**src/verilog/sss_pkg.sv**
```systemverilog
// Functional notes
// - Strobe is driven only in normal mode, otherwise it stays inactive high.
// - Feedback select chooses the current-sense or the voltage strobe behaviour.
// - Current sense: strobe follows the output on phase, shaped by strobe mode.
// - Mode off: strobe held inactive high permanently.
// - Mode valid: low while sense value valid, high while mux switches.
// - After-cycle mode: like valid, but high after mux change until next cycle.
// - Mid-pulse mode: low from sense pulse middle to end, blanked after switching.
// - No strobe pulse during inrush overcurrent window or PWM off phase unless the channel is at full duty.
// - Blank strobe a fixed turn-on delay plus settling time after mux or chop.
// - On PWM clock failure output a 50 % square wave of 6.5 ms period.
// - Full duty holds strobe low; trigger modes add 100 us high per overflow.
// - After an output fault no current trigger until the output is re-enabled or the select changes.
// - Voltage selection outputs 50 % square wave at PWM clock over 1024.
// - Offset chopping inverts offset sign on every strobe rising edge.
// - Chopping off by default and in fail mode; per-channel enable bit.
package sss_pkg;
  // ==========================================================
  // Register map
  localparam logic [7:0]  CTRL_OFS      = 8'h00;
  localparam logic [7:0]  STAT_OFS      = 8'h04;
  localparam int          MODE_LSB      = 0;
  localparam int          SEL_LSB       = 2;
  localparam int          CHOP_LSB      = 5;
  localparam logic [1:0]  MODE_RST      = 2'h0;
  localparam logic [2:0]  SEL_RST       = 3'h0;
  localparam logic [3:0]  CHOP_RST      = 4'h0;
  localparam int          ST_LEVEL      = 0;
  localparam int          ST_SIGN       = 1;
  localparam int          ST_FAULT      = 2;
  localparam int          ST_CLKFAIL    = 3;
  // Select codes 0..3 are channel currents
  localparam logic [2:0]  SEL_TEMP      = 3'h4;
  localparam logic [2:0]  SEL_BAT       = 3'h5;
  // ==========================================================
  // Strobe modes
  typedef enum logic [1:0] {
    SSS_OFF   = 2'h0,
    SSS_VALID = 2'h1,
    SSS_CYCLE = 2'h2,
    SSS_MID   = 2'h3
  } sss_mode_type;
  // ==========================================================
  // Timing
  localparam int CLK_NS         = 4;
  localparam int FAIL_PERIOD_NS = 6_500_000;
  localparam int FULL_PULSE_NS  = 100_000;
  localparam int TURN_ON_NS     = 1_000;
  localparam int SETTLE_NS      = 4_000;
  localparam int SLOW_DIV       = 1024;
  localparam int FAIL_HALF_CYC  = FAIL_PERIOD_NS / 2 / CLK_NS;
  localparam int FULL_PULSE_CYC = FULL_PULSE_NS / CLK_NS;
  localparam int BLANK_CYC      =
    (TURN_ON_NS + SETTLE_NS + CLK_NS - 1) / CLK_NS;
  localparam int SLOW_HALF      = SLOW_DIV / 2;
  localparam int CNT_W          = 24;
endpackage

```
**src/verilog/sss_tmr_if.sv**
```systemverilog
`timescale 1ns/1ps
interface sss_tmr_if #(
  parameter int W = 24
);
  logic         start;
  logic [W-1:0] len;
  logic         busy;
  modport ctl (output start, output len, input busy);
  modport tmr (input start, input len, output busy);
endinterface

```
**src/verilog/sss_timer.sv**
```systemverilog
`timescale 1ns/1ps
module sss_timer #(
  parameter int W = 24
) (
  // Clock and reset
  input  wire logic clk_i,
  input  wire logic rst_n_i,
  // Control
  sss_tmr_if.tmr    tif
);
  logic [W-1:0] cnt_reg;

  // Restart on every start so a new event extends the window
  always_ff @(posedge clk_i or negedge rst_n_i) begin
    if (!rst_n_i) begin
      cnt_reg <= '0;
    end else if (tif.start) begin
      cnt_reg <= tif.len;
    end else if (cnt_reg != '0) begin
      cnt_reg <= cnt_reg - 1'b1;
    end
  end

  assign tif.busy = (cnt_reg != '0);
endmodule

```
**src/verilog/sss_square.sv**
```systemverilog
`timescale 1ns/1ps
module sss_square #(
  parameter int W = 24
) (
  // Clock and reset
  input  wire logic         clk_i,
  input  wire logic         rst_n_i,
  // Control
  input  wire logic         run_i,
  input  wire logic         tick_i,
  input  wire logic [W-1:0] half_i,
  // Wave
  output logic              wave_o
);
  logic [W-1:0] cnt_reg;
  logic         wave_reg;

  // Idle restarts the wave high so each use begins inactive
  always_ff @(posedge clk_i or negedge rst_n_i) begin
    if (!rst_n_i) begin
      cnt_reg  <= '0;
      wave_reg <= 1'b1;
    end else if (!run_i) begin
      cnt_reg  <= '0;
      wave_reg <= 1'b1;
    end else if (tick_i) begin
      if (cnt_reg >= half_i - 1'b1) begin
        cnt_reg  <= '0;
        wave_reg <= ~wave_reg;
      end else begin
        cnt_reg <= cnt_reg + 1'b1;
      end
    end
  end

  assign wave_o = wave_reg;
endmodule

```
**src/verilog/sss_strobe_gen.sv**
```systemverilog
`timescale 1ns/1ps
module sss_strobe_gen #(
  parameter int FAIL_HALF  = sss_pkg::FAIL_HALF_CYC,
  parameter int FULL_PULSE = sss_pkg::FULL_PULSE_CYC,
  parameter int BLANK      = sss_pkg::BLANK_CYC,
  parameter int LEN_W      = 16
) (
  // Clock and reset
  input  wire logic       clk_i,
  input  wire logic       reset_n_i,
  // APB slave
  input  wire logic       psel_i,
  input  wire logic       penable_i,
  input  wire logic       pwrite_i,
  input  wire logic [7:0] paddr_i,
  input  wire logic [31:0] pwdata_i,
  output logic [31:0]     prdata_o,
  output logic            pready_o,
  output logic            pslverr_o,
  // Device state
  input  wire logic       normal_mode_i,
  input  wire logic       pwm_clk_fail_i,
  input  wire logic       pwm_clk_tick_i,
  input  wire logic       pwm_cycle_start_i,
  input  wire logic       pwm_overflow_i,
  // Per-channel output state
  input  wire logic [3:0] pwm_on_i,
  input  wire logic [3:0] full_duty_i,
  input  wire logic [3:0] inrush_overcurrent_window_i,
  input  wire logic [3:0] out_fault_i,
  input  wire logic [3:0] out_enable_i,
  // Open-drain strobe pin and chopping sign
  output logic            sense_sample_strobe_o,
  output logic            sense_sample_strobe_oe_o,
  output logic            offset_sign_o
);
  import sss_pkg::*;

  // ==========================================================
  // Reset release
  logic rst_meta_reg;
  logic rst_n;

  always_ff @(posedge clk_i or negedge reset_n_i) begin
    if (!reset_n_i) begin
      rst_meta_reg <= 1'b0;
      rst_n        <= 1'b0;
    end else begin
      rst_meta_reg <= 1'b1;
      rst_n        <= rst_meta_reg;
    end
  end

  function automatic logic rise(input logic cur, input logic prev);
    rise = cur & ~prev;
  endfunction

  // ==========================================================
  // APB registers
  sss_mode_type strobe_mode_reg;
  logic [2:0]   feedback_select_reg;
  logic [3:0]   chop_en_reg;
  logic         pready_reg;
  logic         pslverr_reg;
  logic [31:0]  prdata_reg;
  logic         strobe_reg;
  logic         chop_sign_reg;
  logic         fault_lat_reg;
  logic [31:0]  ctrl_rd;
  logic [31:0]  stat_rd;
  logic         setup;
  logic         wr_take;
  logic         known;

  assign setup   = psel_i & ~penable_i;
  assign wr_take = psel_i & penable_i & pready_reg & pwrite_i;
  assign known   = (paddr_i == CTRL_OFS) | (paddr_i == STAT_OFS);

  always_comb begin
    ctrl_rd = '0;
    ctrl_rd[MODE_LSB +: 2] = strobe_mode_reg;
    ctrl_rd[SEL_LSB +: 3]  = feedback_select_reg;
    ctrl_rd[CHOP_LSB +: 4] = chop_en_reg;
    stat_rd = '0;
    stat_rd[ST_LEVEL]   = strobe_reg;
    stat_rd[ST_SIGN]    = chop_sign_reg;
    stat_rd[ST_FAULT]   = fault_lat_reg;
    stat_rd[ST_CLKFAIL] = pwm_clk_fail_i;
  end

  // Answer is latched at setup so the access phase needs no wait
  always_ff @(posedge clk_i or negedge rst_n) begin
    if (!rst_n) begin
      pready_reg  <= 1'b0;
      pslverr_reg <= 1'b0;
      prdata_reg  <= '0;
    end else begin
      pready_reg  <= setup;
      pslverr_reg <= setup & ~known;
      if (setup && !pwrite_i && paddr_i == CTRL_OFS) begin
        prdata_reg <= ctrl_rd;
      end else if (setup && !pwrite_i && paddr_i == STAT_OFS) begin
        prdata_reg <= stat_rd;
      end else if (setup) begin
        prdata_reg <= '0;
      end
    end
  end

  always_ff @(posedge clk_i or negedge rst_n) begin
    if (!rst_n) begin
      strobe_mode_reg     <= sss_mode_type'(MODE_RST);
      feedback_select_reg <= SEL_RST;
      chop_en_reg         <= CHOP_RST;
    end else if (wr_take && paddr_i == CTRL_OFS) begin
      strobe_mode_reg     <= sss_mode_type'(pwdata_i[MODE_LSB +: 2]);
      feedback_select_reg <= pwdata_i[SEL_LSB +: 3];
      chop_en_reg         <= pwdata_i[CHOP_LSB +: 4];
    end
  end

  // ==========================================================
  // Selected channel
  logic [1:0] ch;
  logic       cur_sel;
  logic       volt_sel;
  logic       on_sel;
  logic       full_sel;
  logic       trig_mode;

  assign ch        = feedback_select_reg[1:0];
  assign cur_sel   = ~feedback_select_reg[2];
  assign volt_sel  = (feedback_select_reg == SEL_TEMP) |
                     (feedback_select_reg == SEL_BAT);
  assign on_sel    = pwm_on_i[ch];
  assign full_sel  = full_duty_i[ch];
  assign trig_mode = strobe_mode_reg[1];

  // ==========================================================
  // Event history
  logic [2:0] sel_prev_reg;
  logic       on_prev_reg;
  logic       en_prev_reg;
  logic       mux_chg;
  logic       on_rise;
  logic       chop_tgl;
  logic       strobe_next;

  assign mux_chg = (feedback_select_reg != sel_prev_reg);
  assign on_rise = rise(on_sel, on_prev_reg) & ~mux_chg;
  // Fail mode shows as the device leaving normal mode
  assign chop_tgl = rise(strobe_next, strobe_reg) & normal_mode_i &
                    cur_sel & chop_en_reg[ch];

  always_ff @(posedge clk_i or negedge rst_n) begin
    if (!rst_n) begin
      sel_prev_reg <= SEL_RST;
      on_prev_reg  <= 1'b0;
      en_prev_reg  <= 1'b0;
    end else begin
      sel_prev_reg <= feedback_select_reg;
      on_prev_reg  <= on_sel;
      en_prev_reg  <= out_enable_i[ch];
    end
  end

  // Fault blocks triggers until the output is enabled again or the mux changes; set wins
  always_ff @(posedge clk_i or negedge rst_n) begin
    if (!rst_n) begin
      fault_lat_reg <= 1'b0;
    end else if (out_fault_i[ch]) begin
      fault_lat_reg <= 1'b1;
    end else if (mux_chg || rise(out_enable_i[ch], en_prev_reg)) begin
      fault_lat_reg <= 1'b0;
    end
  end

  // ==========================================================
  // Blanking and full-duty pulse timers
  sss_tmr_if #(.W(CNT_W)) blank_if ();
  sss_tmr_if #(.W(CNT_W)) full_if ();

  assign blank_if.start = mux_chg | chop_tgl | on_rise;
  assign blank_if.len   = CNT_W'(BLANK);
  assign full_if.start  = pwm_overflow_i & full_sel & trig_mode;
  assign full_if.len    = CNT_W'(FULL_PULSE);

  sss_timer #(.W(CNT_W)) u_blank (
    .clk_i   (clk_i),
    .rst_n_i (rst_n),
    .tif     (blank_if)
  );

  sss_timer #(.W(CNT_W)) u_full (
    .clk_i   (clk_i),
    .rst_n_i (rst_n),
    .tif     (full_if)
  );

  // ==========================================================
  // Square waves for clock failure and voltage feedback
  logic fail_wave;
  logic slow_wave;

  sss_square #(.W(CNT_W)) u_fail_wave (
    .clk_i   (clk_i),
    .rst_n_i (rst_n),
    .run_i   (normal_mode_i & pwm_clk_fail_i),
    .tick_i  (1'b1),
    .half_i  (CNT_W'(FAIL_HALF)),
    .wave_o  (fail_wave)
  );

  // Counts PWM clock ticks, so it stops with a dead PWM clock
  sss_square #(.W(CNT_W)) u_slow_wave (
    .clk_i   (clk_i),
    .rst_n_i (rst_n),
    .run_i   (normal_mode_i & volt_sel),
    .tick_i  (pwm_clk_tick_i),
    .half_i  (CNT_W'(SLOW_HALF)),
    .wave_o  (slow_wave)
  );

  // ==========================================================
  // Mid-pulse tracking
  logic [LEN_W-1:0] on_cnt_reg;
  logic [LEN_W-1:0] last_len_reg;
  logic             wait_mid_reg;
  logic             wait_cycle_reg;
  logic             mid_hit;

  // The middle is taken from the previous pulse length
  assign mid_hit = on_sel & (on_cnt_reg >= (last_len_reg >> 1));

  always_ff @(posedge clk_i or negedge rst_n) begin
    if (!rst_n) begin
      on_cnt_reg   <= '0;
      last_len_reg <= '0;
    end else if (on_sel) begin
      if (on_cnt_reg != '1) begin
        on_cnt_reg <= on_cnt_reg + 1'b1;
      end
    end else begin
      if (on_prev_reg) begin
        last_len_reg <= on_cnt_reg;
      end
      on_cnt_reg <= '0;
    end
  end

  // Mux change sets the waits; set wins over the clearing event
  always_ff @(posedge clk_i or negedge rst_n) begin
    if (!rst_n) begin
      wait_mid_reg <= 1'b0;
    end else if (mux_chg) begin
      wait_mid_reg <= 1'b1;
    end else if (mid_hit) begin
      wait_mid_reg <= 1'b0;
    end
  end

  always_ff @(posedge clk_i or negedge rst_n) begin
    if (!rst_n) begin
      wait_cycle_reg <= 1'b0;
    end else if (mux_chg) begin
      wait_cycle_reg <= 1'b1;
    end else if (pwm_cycle_start_i) begin
      wait_cycle_reg <= 1'b0;
    end
  end

  // ==========================================================
  // Strobe selection, high is inactive
  always_comb begin
    strobe_next = 1'b1;
    if (!normal_mode_i) begin
      strobe_next = 1'b1;
    end else if (pwm_clk_fail_i) begin
      strobe_next = fail_wave;
    end else if (!cur_sel) begin
      strobe_next = volt_sel ? slow_wave : 1'b1;
    end else begin
      case (strobe_mode_reg)
        SSS_OFF: begin
          strobe_next = 1'b1;
        end
        SSS_VALID, SSS_CYCLE, SSS_MID: begin
          // A live fault blocks at once; the latch holds it afterwards
          if (fault_lat_reg || out_fault_i[ch]) begin
            strobe_next = 1'b1;
          end else if (full_sel) begin
            strobe_next = trig_mode & full_if.busy;
          end else if (!on_sel ||
                       inrush_overcurrent_window_i[ch]) begin
            strobe_next = 1'b1;
          // The timer is busy one edge after its start, so cover that cycle
          end else if (blank_if.busy || mux_chg || on_rise) begin
            strobe_next = 1'b1;
          end else if (strobe_mode_reg == SSS_VALID) begin
            strobe_next = 1'b0;
          end else if (strobe_mode_reg == SSS_CYCLE) begin
            strobe_next = wait_cycle_reg;
          end else begin
            strobe_next = ~(mid_hit & ~wait_mid_reg);
          end
        end
        default: begin
          strobe_next = 1'b1;
        end
      endcase
    end
  end

  always_ff @(posedge clk_i or negedge rst_n) begin
    if (!rst_n) begin
      strobe_reg <= 1'b1;
    end else begin
      strobe_reg <= strobe_next;
    end
  end

  // Sign flips with the pin's rising edge; cleared outside chopping
  always_ff @(posedge clk_i or negedge rst_n) begin
    if (!rst_n) begin
      chop_sign_reg <= 1'b0;
    end else if (!normal_mode_i || !chop_en_reg[ch]) begin
      chop_sign_reg <= 1'b0;
    end else if (chop_tgl) begin
      chop_sign_reg <= ~chop_sign_reg;
    end
  end

  // ==========================================================
  // Pin drive: open drain, pulled low only when active
  logic oe_reg;
  logic pin_lvl_reg;

  always_ff @(posedge clk_i or negedge rst_n) begin
    if (!rst_n) begin
      oe_reg      <= 1'b0;
      pin_lvl_reg <= 1'b0;
    end else begin
      oe_reg      <= ~strobe_next;
      pin_lvl_reg <= 1'b0;
    end
  end

  assign sense_sample_strobe_o    = pin_lvl_reg;
  assign sense_sample_strobe_oe_o = oe_reg;
  assign offset_sign_o            = chop_sign_reg;
  assign prdata_o                 = prdata_reg;
  assign pready_o                 = pready_reg;
  assign pslverr_o                = pslverr_reg;
endmodule

```
**config.mk**
```make
export PLATFORM = sky130hd
export DESIGN_NAME = sss_strobe_gen
export DESIGN_NICKNAME = d
export VERILOG_FILES = /design/src/verilog/sss_pkg.sv /design/src/verilog/sss_tmr_if.sv /design/src/verilog/sss_timer.sv /design/src/verilog/sss_square.sv /design/src/verilog/sss_strobe_gen.sv
export SDC_FILE = /design/constraint.sdc
export NUM_CORES = 1
export LEC_CHECK = 0
export BUFFER_PORTS_ARGS = -buffer_cell sky130_fd_sc_hd__clkbuf_2
export CAP_MARGIN = 20
export CORE_ASPECT_RATIO = 1.2
export CORE_MARGIN = 1.5
export CORE_UTILIZATION = 45
export DETAILED_ROUTE_END_ITERATION = 10
export PLACE_DENSITY = 0.67
export RECOVER_POWER = 25
export SYNTH_ARGS = -nofsm -noshare
export SYNTH_HDL_FRONTEND = slang
export SYNTH_SLANG_ARGS = --single-unit
```
**constraint.sdc**
```tcl
create_clock -name clk_i -period 6 [get_ports clk_i]
set_input_delay 0.9 -clock clk_i [delete_from_list [all_inputs] [get_ports clk_i]]
set_output_delay 0.9 -clock clk_i [all_outputs]
set_load 0.02 [all_outputs]
```
==> flow_results.org, run 1 <==
** Finish
- Share of post-route cells with drive strength above 1 :: 16.09%
- At the end of the flow, the number of nets in the layout was 941.
- The area growth from synthesis to layout is 12.50%.
- Antenna diode count :: 0
- Fill cells in the final layout number 1,640.
- Summing all non-filler instances in the final layout gives an area of 0.009054 mm^2.

** STA
- Slack of the critical path :: 2.387 ns
- Count of final max-slew check failures :: 0
- Timing would allow up to 0.2768 GHz.
- At the pin with the least slew margin, the transition time is 1.005 ns.
- Crit share post-route :: 60.21%
- Sum of negative setup slack :: 0 ns
- Worst rel slew slack :: 33.01%
- On the final layout, the worst hold slack is 0.2417 ns.
- Final Setup Violations :: 0
- Between clock sinks in the finished design, the worst skew comes to 0.01079 ns.
- Subtracting the final worst setup slack from the clock period gives 3.613 ns.
- The number of failing hold endpoints at the final stage is 0.
- Setup repair after global routing left no endpoint under its margin.

** Critical path
- Buffer and inverter count on the worst path :: 2
- STA classifies the critical path endpoint as a flip-flop.
- CP cell instances :: clkbuf_1 > mux2i_1 > mux2_2 > inv_1 > o311ai_0 > o21ai_0 > nor4_1 > o31a_1 > nor2_1
- In this design, the stage delay of the slowest critical-path cell is 0.78 ns.
- Worst path required time :: 6.27 ns
- For flop-to-flop paths, the worst setup slack is 2.39 ns.
- The critical path crosses 9 cells after its start point.
- Data on the critical path arrives at its endpoint at 3.88 ns.
- Counting cells, the worst reg-to-reg path comes to 9.
- Largest fanout on the critical path :: 24
- Startpoint kind of the worst setup timing path :: flip-flop
- Critical path startpoint :: feedback_select_reg[0]
- The kind of cell with the highest combined delay along the critical path is compound AO/OA/AOI/OAI gates.
- In this run the worst setup path terminates at u_blank.cnt_reg[23].
- The endpoint identified for the worst register-to-register timing path is u_blank.cnt_reg[23].
- The slowest stage of the critical path is the o31a_1 cell.
- The setup path with the least slack is of type reg2reg.
- The worst register-to-register path begins at feedback_select_reg[0].

** Clock network
- The tree is rooted in a clkbuf_16.
- Clock buffer count from CTS :: 17
- TritonCTS built the clock tree.
- Number of buffers on the longest clock path :: 2
- After clock tree synthesis, the clock-pin slew on the worst setup and hold paths is 0.07 ns.
- Worst skew pair latency :: 0.43 ns
- Once the clock tree was built, the setup fixing pass inserted 0 buffers.
- Post-CTS Hold Buffers :: 0
- The H-tree was split into 4 levels.
- Number of clock sinks :: 162
- After clock tree synthesis, the repair step resized 0 gates.

** Synthesis
- dfrtp_1 takes more of the synthesized area than any other cell.
- Average instance area after synthesis :: 10.21 um^2
- Of all flip-flops after synthesis, the portion carrying an async set or reset was 100.0%.
- Number of synthesis warnings :: 0
- Number of instances in the synthesized netlist :: 788
- Among all flip-flop cells after synthesis, the most frequent one is dfrtp_1.
- Synth top cells by count :: dfrtp_1, nor2_1, xnor2_1
- Sequential cells were found to cover 50.42% of the synthesized design area.
- In this run, synthesis produced a sequential element count of 162.
- Most numerous cell in the Yosys netlist :: dfrtp_1
- Netlist area before placement :: 0.008048 mm^2
- Number of distinct library cells after synthesis :: 63
- After synthesis, the cell types taking the most area are dfrtp_1, nor2_1, xnor2_1.
- In this run the biggest area consumer among cell types represents 49.44% of the synthesized area.
- Counting flops with a built-in enable in the synthesized netlist gives 0.

** Floorplan
- Die Ht :: 149.5 um
- Placeable core region :: 0.01751 mm^2
- Starting utilization of the core area :: 45.97%
- Die extent in x :: 125.1 um
- Total Die Area :: 0.01870 mm^2
- Count of boundary I/O pins :: 107
- Num rows :: 53

** Route
- The pre-antenna-repair detailed-routing pass consisted of 4 iterations.
- Via count normalized by instance count :: 5.284
- In the routed design, unresolved DRC markers number 0.
- For this block, the routed nets add up to 15,420 um of wire.
- Number of vias in the routed layout :: 5,728
- Drt first-iter violations :: 297
- Count of nets left with antenna violations after detail routing :: 0
- Mean routed wirelength per cell :: 14.22 um

** Placement
- OpenSTA, run right after detailed placement, puts the worst setup slack at 2.617 ns.
- I/O Buffers :: 59
- Summing all placed instances gives a cell area of 0.008489 mm^2.
- At the end of routability-driven placement, the weighted congestion stood at 0.7954.
- Half-perimeter wire length after placement :: 10,630 um

** Min path
- Hold WC Path Type :: in2async

** GRT
- The initial antenna violation count is 0.
- Overall overflow remaining after global route :: 0
- First-pass GRT wire length :: 26,010 um
- For this run, the total global-route usage over all layers was measured as 17.33%.
- The via count of the first global-routing pass came to 5,552.
- Largest net degree at the start of global routing :: 76

** Power and ir drop
- Summing internal, switching and leakage power gives 2433 uW.
- Lkg Pwr :: 0.004003 uW
- Largest voltage drop on the vdd net :: 0.0001702 V
- In this run the power density over the cells is 268.7 mW/mm^2.

** Run status
- The flow ran to the end, and the final reports show no timing, DRC or antenna violations.

** Job
- Max-cap violations in this run came to 0.
[cells by family after synthesis]
| kind of cell | after synthesis | share of synthesized area [%] |
|---|---|---|
| DFF | 162 | 50.42 |
| AOI/OAI and AO/OA | 75 | 6.468 |
| buffers and inverters | 79 | 4.928 |
| muxes | 40 | 6.172 |
| other | 2 | 0.09332 |
| xor gates and xnor gates | 72 | 7.836 |
| adders and majority gates | 20 | 3.109 |
| and+or+nand+nor | 338 | 20.97 |
[cells in the final DEF, fill, tap and decap left out, types with 3 or more instances in the layout]
master / instances
dfrtp_1: 159
nor2_1: 129
clkbuf_2: 57
xnor2_1: 41
nand2_1: 40
nand3_1: 34
inv_1: 32
xor2_1: 31
conb_1: 29
mux2_2: 27
nor3_1: 25
ha_1: 20
nor4_1: 19
o21ai_0: 18
clkbuf_16: 17
nand4_1: 15
and3_1: 14
a21oi_1: 13
or4_1: 12
nand2b_1: 9
or3_1: 8
nor2b_1: 8
mux2i_1: 8
a31oi_1: 7
clkinv_4: 7
inv_6: 6
a211oi_1: 5
mux4_2: 5
a22o_1: 5
nand3b_1: 5
a222oi_1: 4
o31ai_1: 4
buf_4: 4
clkbuf_1: 3
dfstp_2: 3
[report_power, final]
group | switching, uW | leakage (uW) | internal, uW
Combinational | 112 | 0.00163 | 81.9
Sequential | 50.6 | 0.00209 | 1140
Clock | 463 | 0.000284 | 582
[per-stage QoR]
| step | instances | utilization [%] |
|---|---|---|
| floorplan | 815 | - |
| global placement | 1052 | 48.49 |
| detailed placement | 1052 | 48.49 |
| CTS | 1084 | 51.77 |
| global route | 1084 | 51.72 |
| finish | 1084 | 51.72 |
[how the worst min path moves through the flow]
| stage | endpoint | slack (ns) | depth (start not counted) |
|---|---|---|---|
| floorplan | rst_n | 0.33 | 0 |
| global route | rst_meta_reg | 0.24 | 1 |
| CTS | pslverr_o | 0.22 | 0 |
| finish | rst_meta_reg | 0.24 | 1 |
| detailed placement | pslverr_o | 0.21 | 0 |
| global placement | pslverr_o | 0.21 | 0 |
[metal layers]
layer	vias up	global-route usage, %	wire length (um)
met5	-	0	0
met4	0	6.080	205
met3	14	3.861	604
met2	100	28.69	7400
met1	2781	22.59	7206
li1	2833	-	-
[layout make-up]
type / instances / area, um^2 / share of cell area, %
clock buffer: 17 / 425.4 / 4.699
clock inverter: 15 / 148.9 / 1.645
inverter: 32 / 120.1 / 1.327
multi-input combinational: 574 / 3700 / 40.87
sequential: 162 / 4058 / 44.82
tap: 220 / 275.3 / 3.040
timing repair buffer: 64 / 326.6 / 3.607
Note: power is estimated with default switching activity, not from simulation.
==> run 2, diff against run 1 <==
--- a/config.mk
+++ b/config.mk
@@ -5,13 +5,14 @@
 export SDC_FILE = /design/constraint.sdc
 export NUM_CORES = 1
 export LEC_CHECK = 0
+export ABC_AREA = 1
 export BUFFER_PORTS_ARGS = -buffer_cell sky130_fd_sc_hd__clkbuf_2
 export CAP_MARGIN = 20
 export CORE_ASPECT_RATIO = 1.2
 export CORE_MARGIN = 1.5
 export CORE_UTILIZATION = 45
 export DETAILED_ROUTE_END_ITERATION = 10
-export PLACE_DENSITY = 0.67
+export PLACE_DENSITY = 0.69
 export RECOVER_POWER = 25
 export SYNTH_ARGS = -nofsm -noshare
 export SYNTH_HDL_FRONTEND = slang
==> constraint.sdc (replaced) <==
create_clock -name clk_i -period 3 [get_ports clk_i]
set_input_delay 0.45 -clock clk_i [delete_from_list [all_inputs] [get_ports clk_i]]
set_output_delay 0.45 -clock clk_i [all_outputs]
set_load 0.02 [all_outputs]
==> run 2 against run 1 <==
  * The flow now finishes with violations (max-capacitance violations, max-slew violations)
  * Synthesized cell count is 27% higher
  * Worst setup slack worse by 1.9 ns
  * Highest routed layer unchanged
  * Via count is 13% higher
  * Largest power group unchanged
  * Critical path type unchanged
==> flow_results.org, run 2 <==
** Placement
- Area post-placement :: 0.008924 mm^2 (was 0.008489 mm^2)
- The worst setup timing slack at the placement stage was 0.5145 ns (was 2.617 ns).
- Placer Congestion :: 0.8504 (was 0.7954)
- The count of input and output buffers is 59 (unchanged).
- Half-perimeter wire length after placement :: 12,990 um (was 10,630 um)

** STA
- Maximum achievable frequency :: 0.4034 GHz (was 0.2768 GHz)
- Worst rel slew slack :: -17.72% (was 33.01%)
- Final hold vios :: 0 (unchanged)
- Worst setup skew after layout :: 0.01012 ns (was 0.01079 ns)
- Final worst path period need :: 2.479 ns (was 3.613 ns)
- The count of endpoints failing setup in the final report was 0 (unchanged).
- The worst setup margin was 0.5212 ns (was 2.387 ns).
- Count of final max-slew check failures :: 43 (was 0)
- The total negative slack is 0 ns (unchanged).
- The final period utilization was 82.63% (was 60.21%).
- Setup repair after global routing missed its margin: false (unchanged).
- The slew at the pin with the worst max-slew slack came to 1.766 ns (was 1.005 ns).

** Power and ir drop
- The power density over the cells was 527.5 mW/mm^2 (was 268.7 mW/mm^2).
- The part of the total power dissipated in the clock network came to 42.1% (was 43.0%).
- The net switching power figure is 1276 uW (was 626.3 uW).
- Combinational power share :: 10.1% (was 8.0%)
- Fraction of power spent switching nets :: 25.52% (was 25.74%)
- Largest voltage drop on the vdd net :: 0.0004053 V (was 0.0001702 V)
- Cell Int Power :: 3726 uW (was 1807 uW)
- The sequential share of power is 47.7% (was 49.0%).
- Lkg Pwr :: 0.004464 uW (was 0.004003 uW)

** Finish
- The antenna diode count was 0 (unchanged).
- The commonest non-fill, non-tap cell in the layout is dfrtp_1 (unchanged).
- The final standard cell area without fillers was 0.009483 mm^2 (was 0.009054 mm^2).
- The share of the core filled with cells in the final layout was 51.98% (was 51.72%).
- Count of fill cells added during filler insertion :: 1,730 (was 1,640)
- Area overhead of the layout relative to synthesis :: 12.70% (was 12.50%)
- Net count reported at finish :: 1,170 (was 941)
- Share of post-route cells with drive strength above 1 :: 14.18% (was 16.09%)
- Commonest cells after routing, fill and taps aside :: dfrtp_1, nand2_1, nor2_1 (was dfrtp_1, nor2_1, clkbuf_2)

** Floorplan
- Die extent in x :: 127.8 um (was 125.1 um)
- The number of placement rows was 54 (was 53).
- The initial core utilization came to 46.12% (was 45.97%).
- The core area came to 0.01824 mm^2 (was 0.01751 mm^2).
- Count of boundary I/O pins :: 107 (unchanged)
- Die Ht :: 152.8 um (was 149.5 um)
- Total Die Area :: 0.01953 mm^2 (was 0.01870 mm^2)

** Synthesis
- The share of flip-flops with an asynchronous set or reset after synthesis was 100.0% (unchanged).
- The average cell area after synthesis is 8.398 um^2 (was 10.21 um^2).
- Part of the Yosys area used for sequential elements :: 48.22% (was 50.42%)
- Synth top cells by count :: dfrtp_1, nand2_1, nor2_1 (was dfrtp_1, nor2_1, xnor2_1)
- The largest area contributor in the synthesized netlist is dfrtp_1 (unchanged).
- Top cell type's share of synthesized area :: 47.29% (was 49.44%)
- The synthesized cell area was 0.008414 mm^2 (was 0.008048 mm^2).
- Number of distinct library cells after synthesis :: 51 (was 63)
- The gate count after technology mapping came to 1,002 (was 788).
- The number of warnings printed during yosys synthesis was 0 (unchanged).
- Cells taking the most area after synthesis :: dfrtp_1, nand2_1, nor2_1 (was dfrtp_1, nor2_1, xnor2_1)
- Most numerous cell in the Yosys netlist :: dfrtp_1 (unchanged)
- The most instantiated flip-flop cell in the synthesis netlist is dfrtp_1 (unchanged).
- Number of enable-type register cells in the synthesized netlist :: 0 (unchanged)
- Yosys reg bits :: 162 (unchanged)

** Route
- Aggregate routed wire length :: 17,130 um (was 15,420 um)
- The average via count per standard cell came to 4.929 (was 5.284).
- The count of TritonRoute iterations in the first routing pass is 4 (unchanged).
- Mean routed wirelength per cell :: 13.00 um (was 14.22 um)
- The count of nets left with antenna violations after detail routing is 0 (unchanged).
- The DRC violation count after routing came to 0 (unchanged).
- The number of DRC markers in iteration 0 is 309 (was 297).
- The detailed-route via count was 6,492 (was 5,728).

** Min path
- Hold WC Path Type :: in2reg (was in2async)
- Worst hold path startpoint :: penable_i

** Clock network
- Setup Buffers After CTS :: 0 (unchanged)
- Post-CTS Hold Buffers :: 1 (was 0)
- The H-tree depth came to 4 (unchanged).
- The CTS tree is done (unchanged).
- The number of buffers inserted during clock tree synthesis came to 17 (unchanged).
- The clock transition time at the flip-flop clock pins of the worst setup and hold paths came to 0.06 ns (was 0.07 ns).
- The clock tree root buffer cell was clkbuf_16 (unchanged).
- The number of cells upsized or downsized after cts is 0 (unchanged).
- Worst skew pair latency :: 0.43 ns (about the same)
- The maximum number of buffers from clock root to sink came to 2 (unchanged).
- The number of sinks on the clock net came to 162 (unchanged).

** GRT
- The aggregate global-route resource usage came to 18.88% (was 17.33%).
- The pin count of the biggest net entering global routing came to 50 (was 76).
- The via count of the first global-routing pass is 6,318 (was 5,552).
- The total congestion overflow after global routing came to 0 (unchanged).
- First-pass GRT wire length :: 29,320 um (was 26,010 um)
- Initial antenna violation count :: 0 (unchanged)

** Run status
- The final reports fail on max-capacitance violations, max-slew violations.
- Run status: complete, but fails checks (was finished clean).

** Critical path
- Critical path startpoint :: feedback_select_reg[0] (unchanged)
- The category of the critical setup timing path was reg2reg (unchanged).
- The type of element capturing the critical path was a flip-flop (unchanged).
- The arrival time reported for the critical path endpoint was 2.83 ns (was 3.88 ns).
- The worst endpoint required time came to 3.35 ns (was 6.27 ns).
- The startpoint of the most critical register-to-register path was feedback_select_reg[0] (unchanged).
- The kind of start point of the critical path was a flip-flop (unchanged).
- Largest fanout on the critical path :: 19 (was 24)

** Job
- Maximum Capacitance Violations :: 1 (was 0)
## run 2: layout make-up
class	instances	area, um^2	area share (%)
clock buffer	22	454.2	4.790
tap	224	280.3	2.956
multi-input combinational	681	3643	38.42
clock inverter	10	112.6	1.187
timing repair buffer	70	379.1	3.998
inverter	148	555.5	5.858
sequential	162	4058	42.79
## run 2: power groups by stage
stage,combinational [uW],clock (uW),sequential [uW]
floorplan,390,0,2430
global placement,498,0,2420
detailed placement,508,0,2430
CTS,516,2150,2390
global route,584,2250,2400
finish,507,2110,2390
## run 2: worst paths after layout
check | endpoint | slack, ns | cells past startpoint
setup / recovery | u_blank.cnt_reg[9] | 0.52 | 13
hold / removal | pready_o | 0.21 | 2
setup reg to reg | u_blank.cnt_reg[9] | 0.52 | 13
hold reg to reg | rst_n | 0.35 | 0
max in group asynchronous | u_slow_wave.cnt_reg[12] | 0.66 | 1
min in group asynchronous | rst_n | 0.34 | 2
## run 2: cell families (layout without fill, tap and decap cells)
| kind of cell | after synthesis | after routing | share of synthesized area (%) |
|---|---|---|---|
| xor+xnor | 35 | 35 | 3.643 |
| flops | 162 | 162 | 48.22 |
| other cells | 2 | 29 | 0.08925 |
| mux | 1 | 1 | 0.1190 |
| simple gates | 450 | 450 | 25.62 |
| buf+inv | 186 | 250 | 9.680 |
| fa+ha+maj | 20 | 20 | 2.974 |
| compound gates | 146 | 146 | 9.651 |
## run 2: per-stage QoR
stage / total power [uW] / std cells / hold slack, ns
floorplan: 2820 / 1029 / 0.1544
global placement: 2922 / 1284 / 0.2382
detailed placement: 2934 / 1284 / 0.2397
CTS: 5052 / 1317 / 0.1989
global route: 5234 / 1317 / 0.2064
finish: 5002 / 1317 / 0.2086
## run 2: critical path, cell delays in order (launching register included)
cell and delay, ns:
dfrtp_1 0.55, nor2_2 0.36, a22oi_2 0.14, nand2_2 0.23, nand2_1 0.10, nor3_2 0.16
nand2_1 0.08, nand2_1 0.06, nand2_1 0.07, nand2_2 0.08, nand2_4 0.07, nand2_4 0.11
nand2_4 0.21, nor2_1 0.16
## run 2: routing by layer
| layer | vias up | wire [um] | global-route usage, % |
|---|---|---|---|
| met5 | - | 0 | 0 |
| met1 | 3042 | 7800 | 23.98 |
| met3 | 27 | 508 | 3.757 |
| met4 | 0 | 456 | 7.598 |
| met2 | 97 | 8359 | 31.52 |
| li1 | 3326 | - | - |
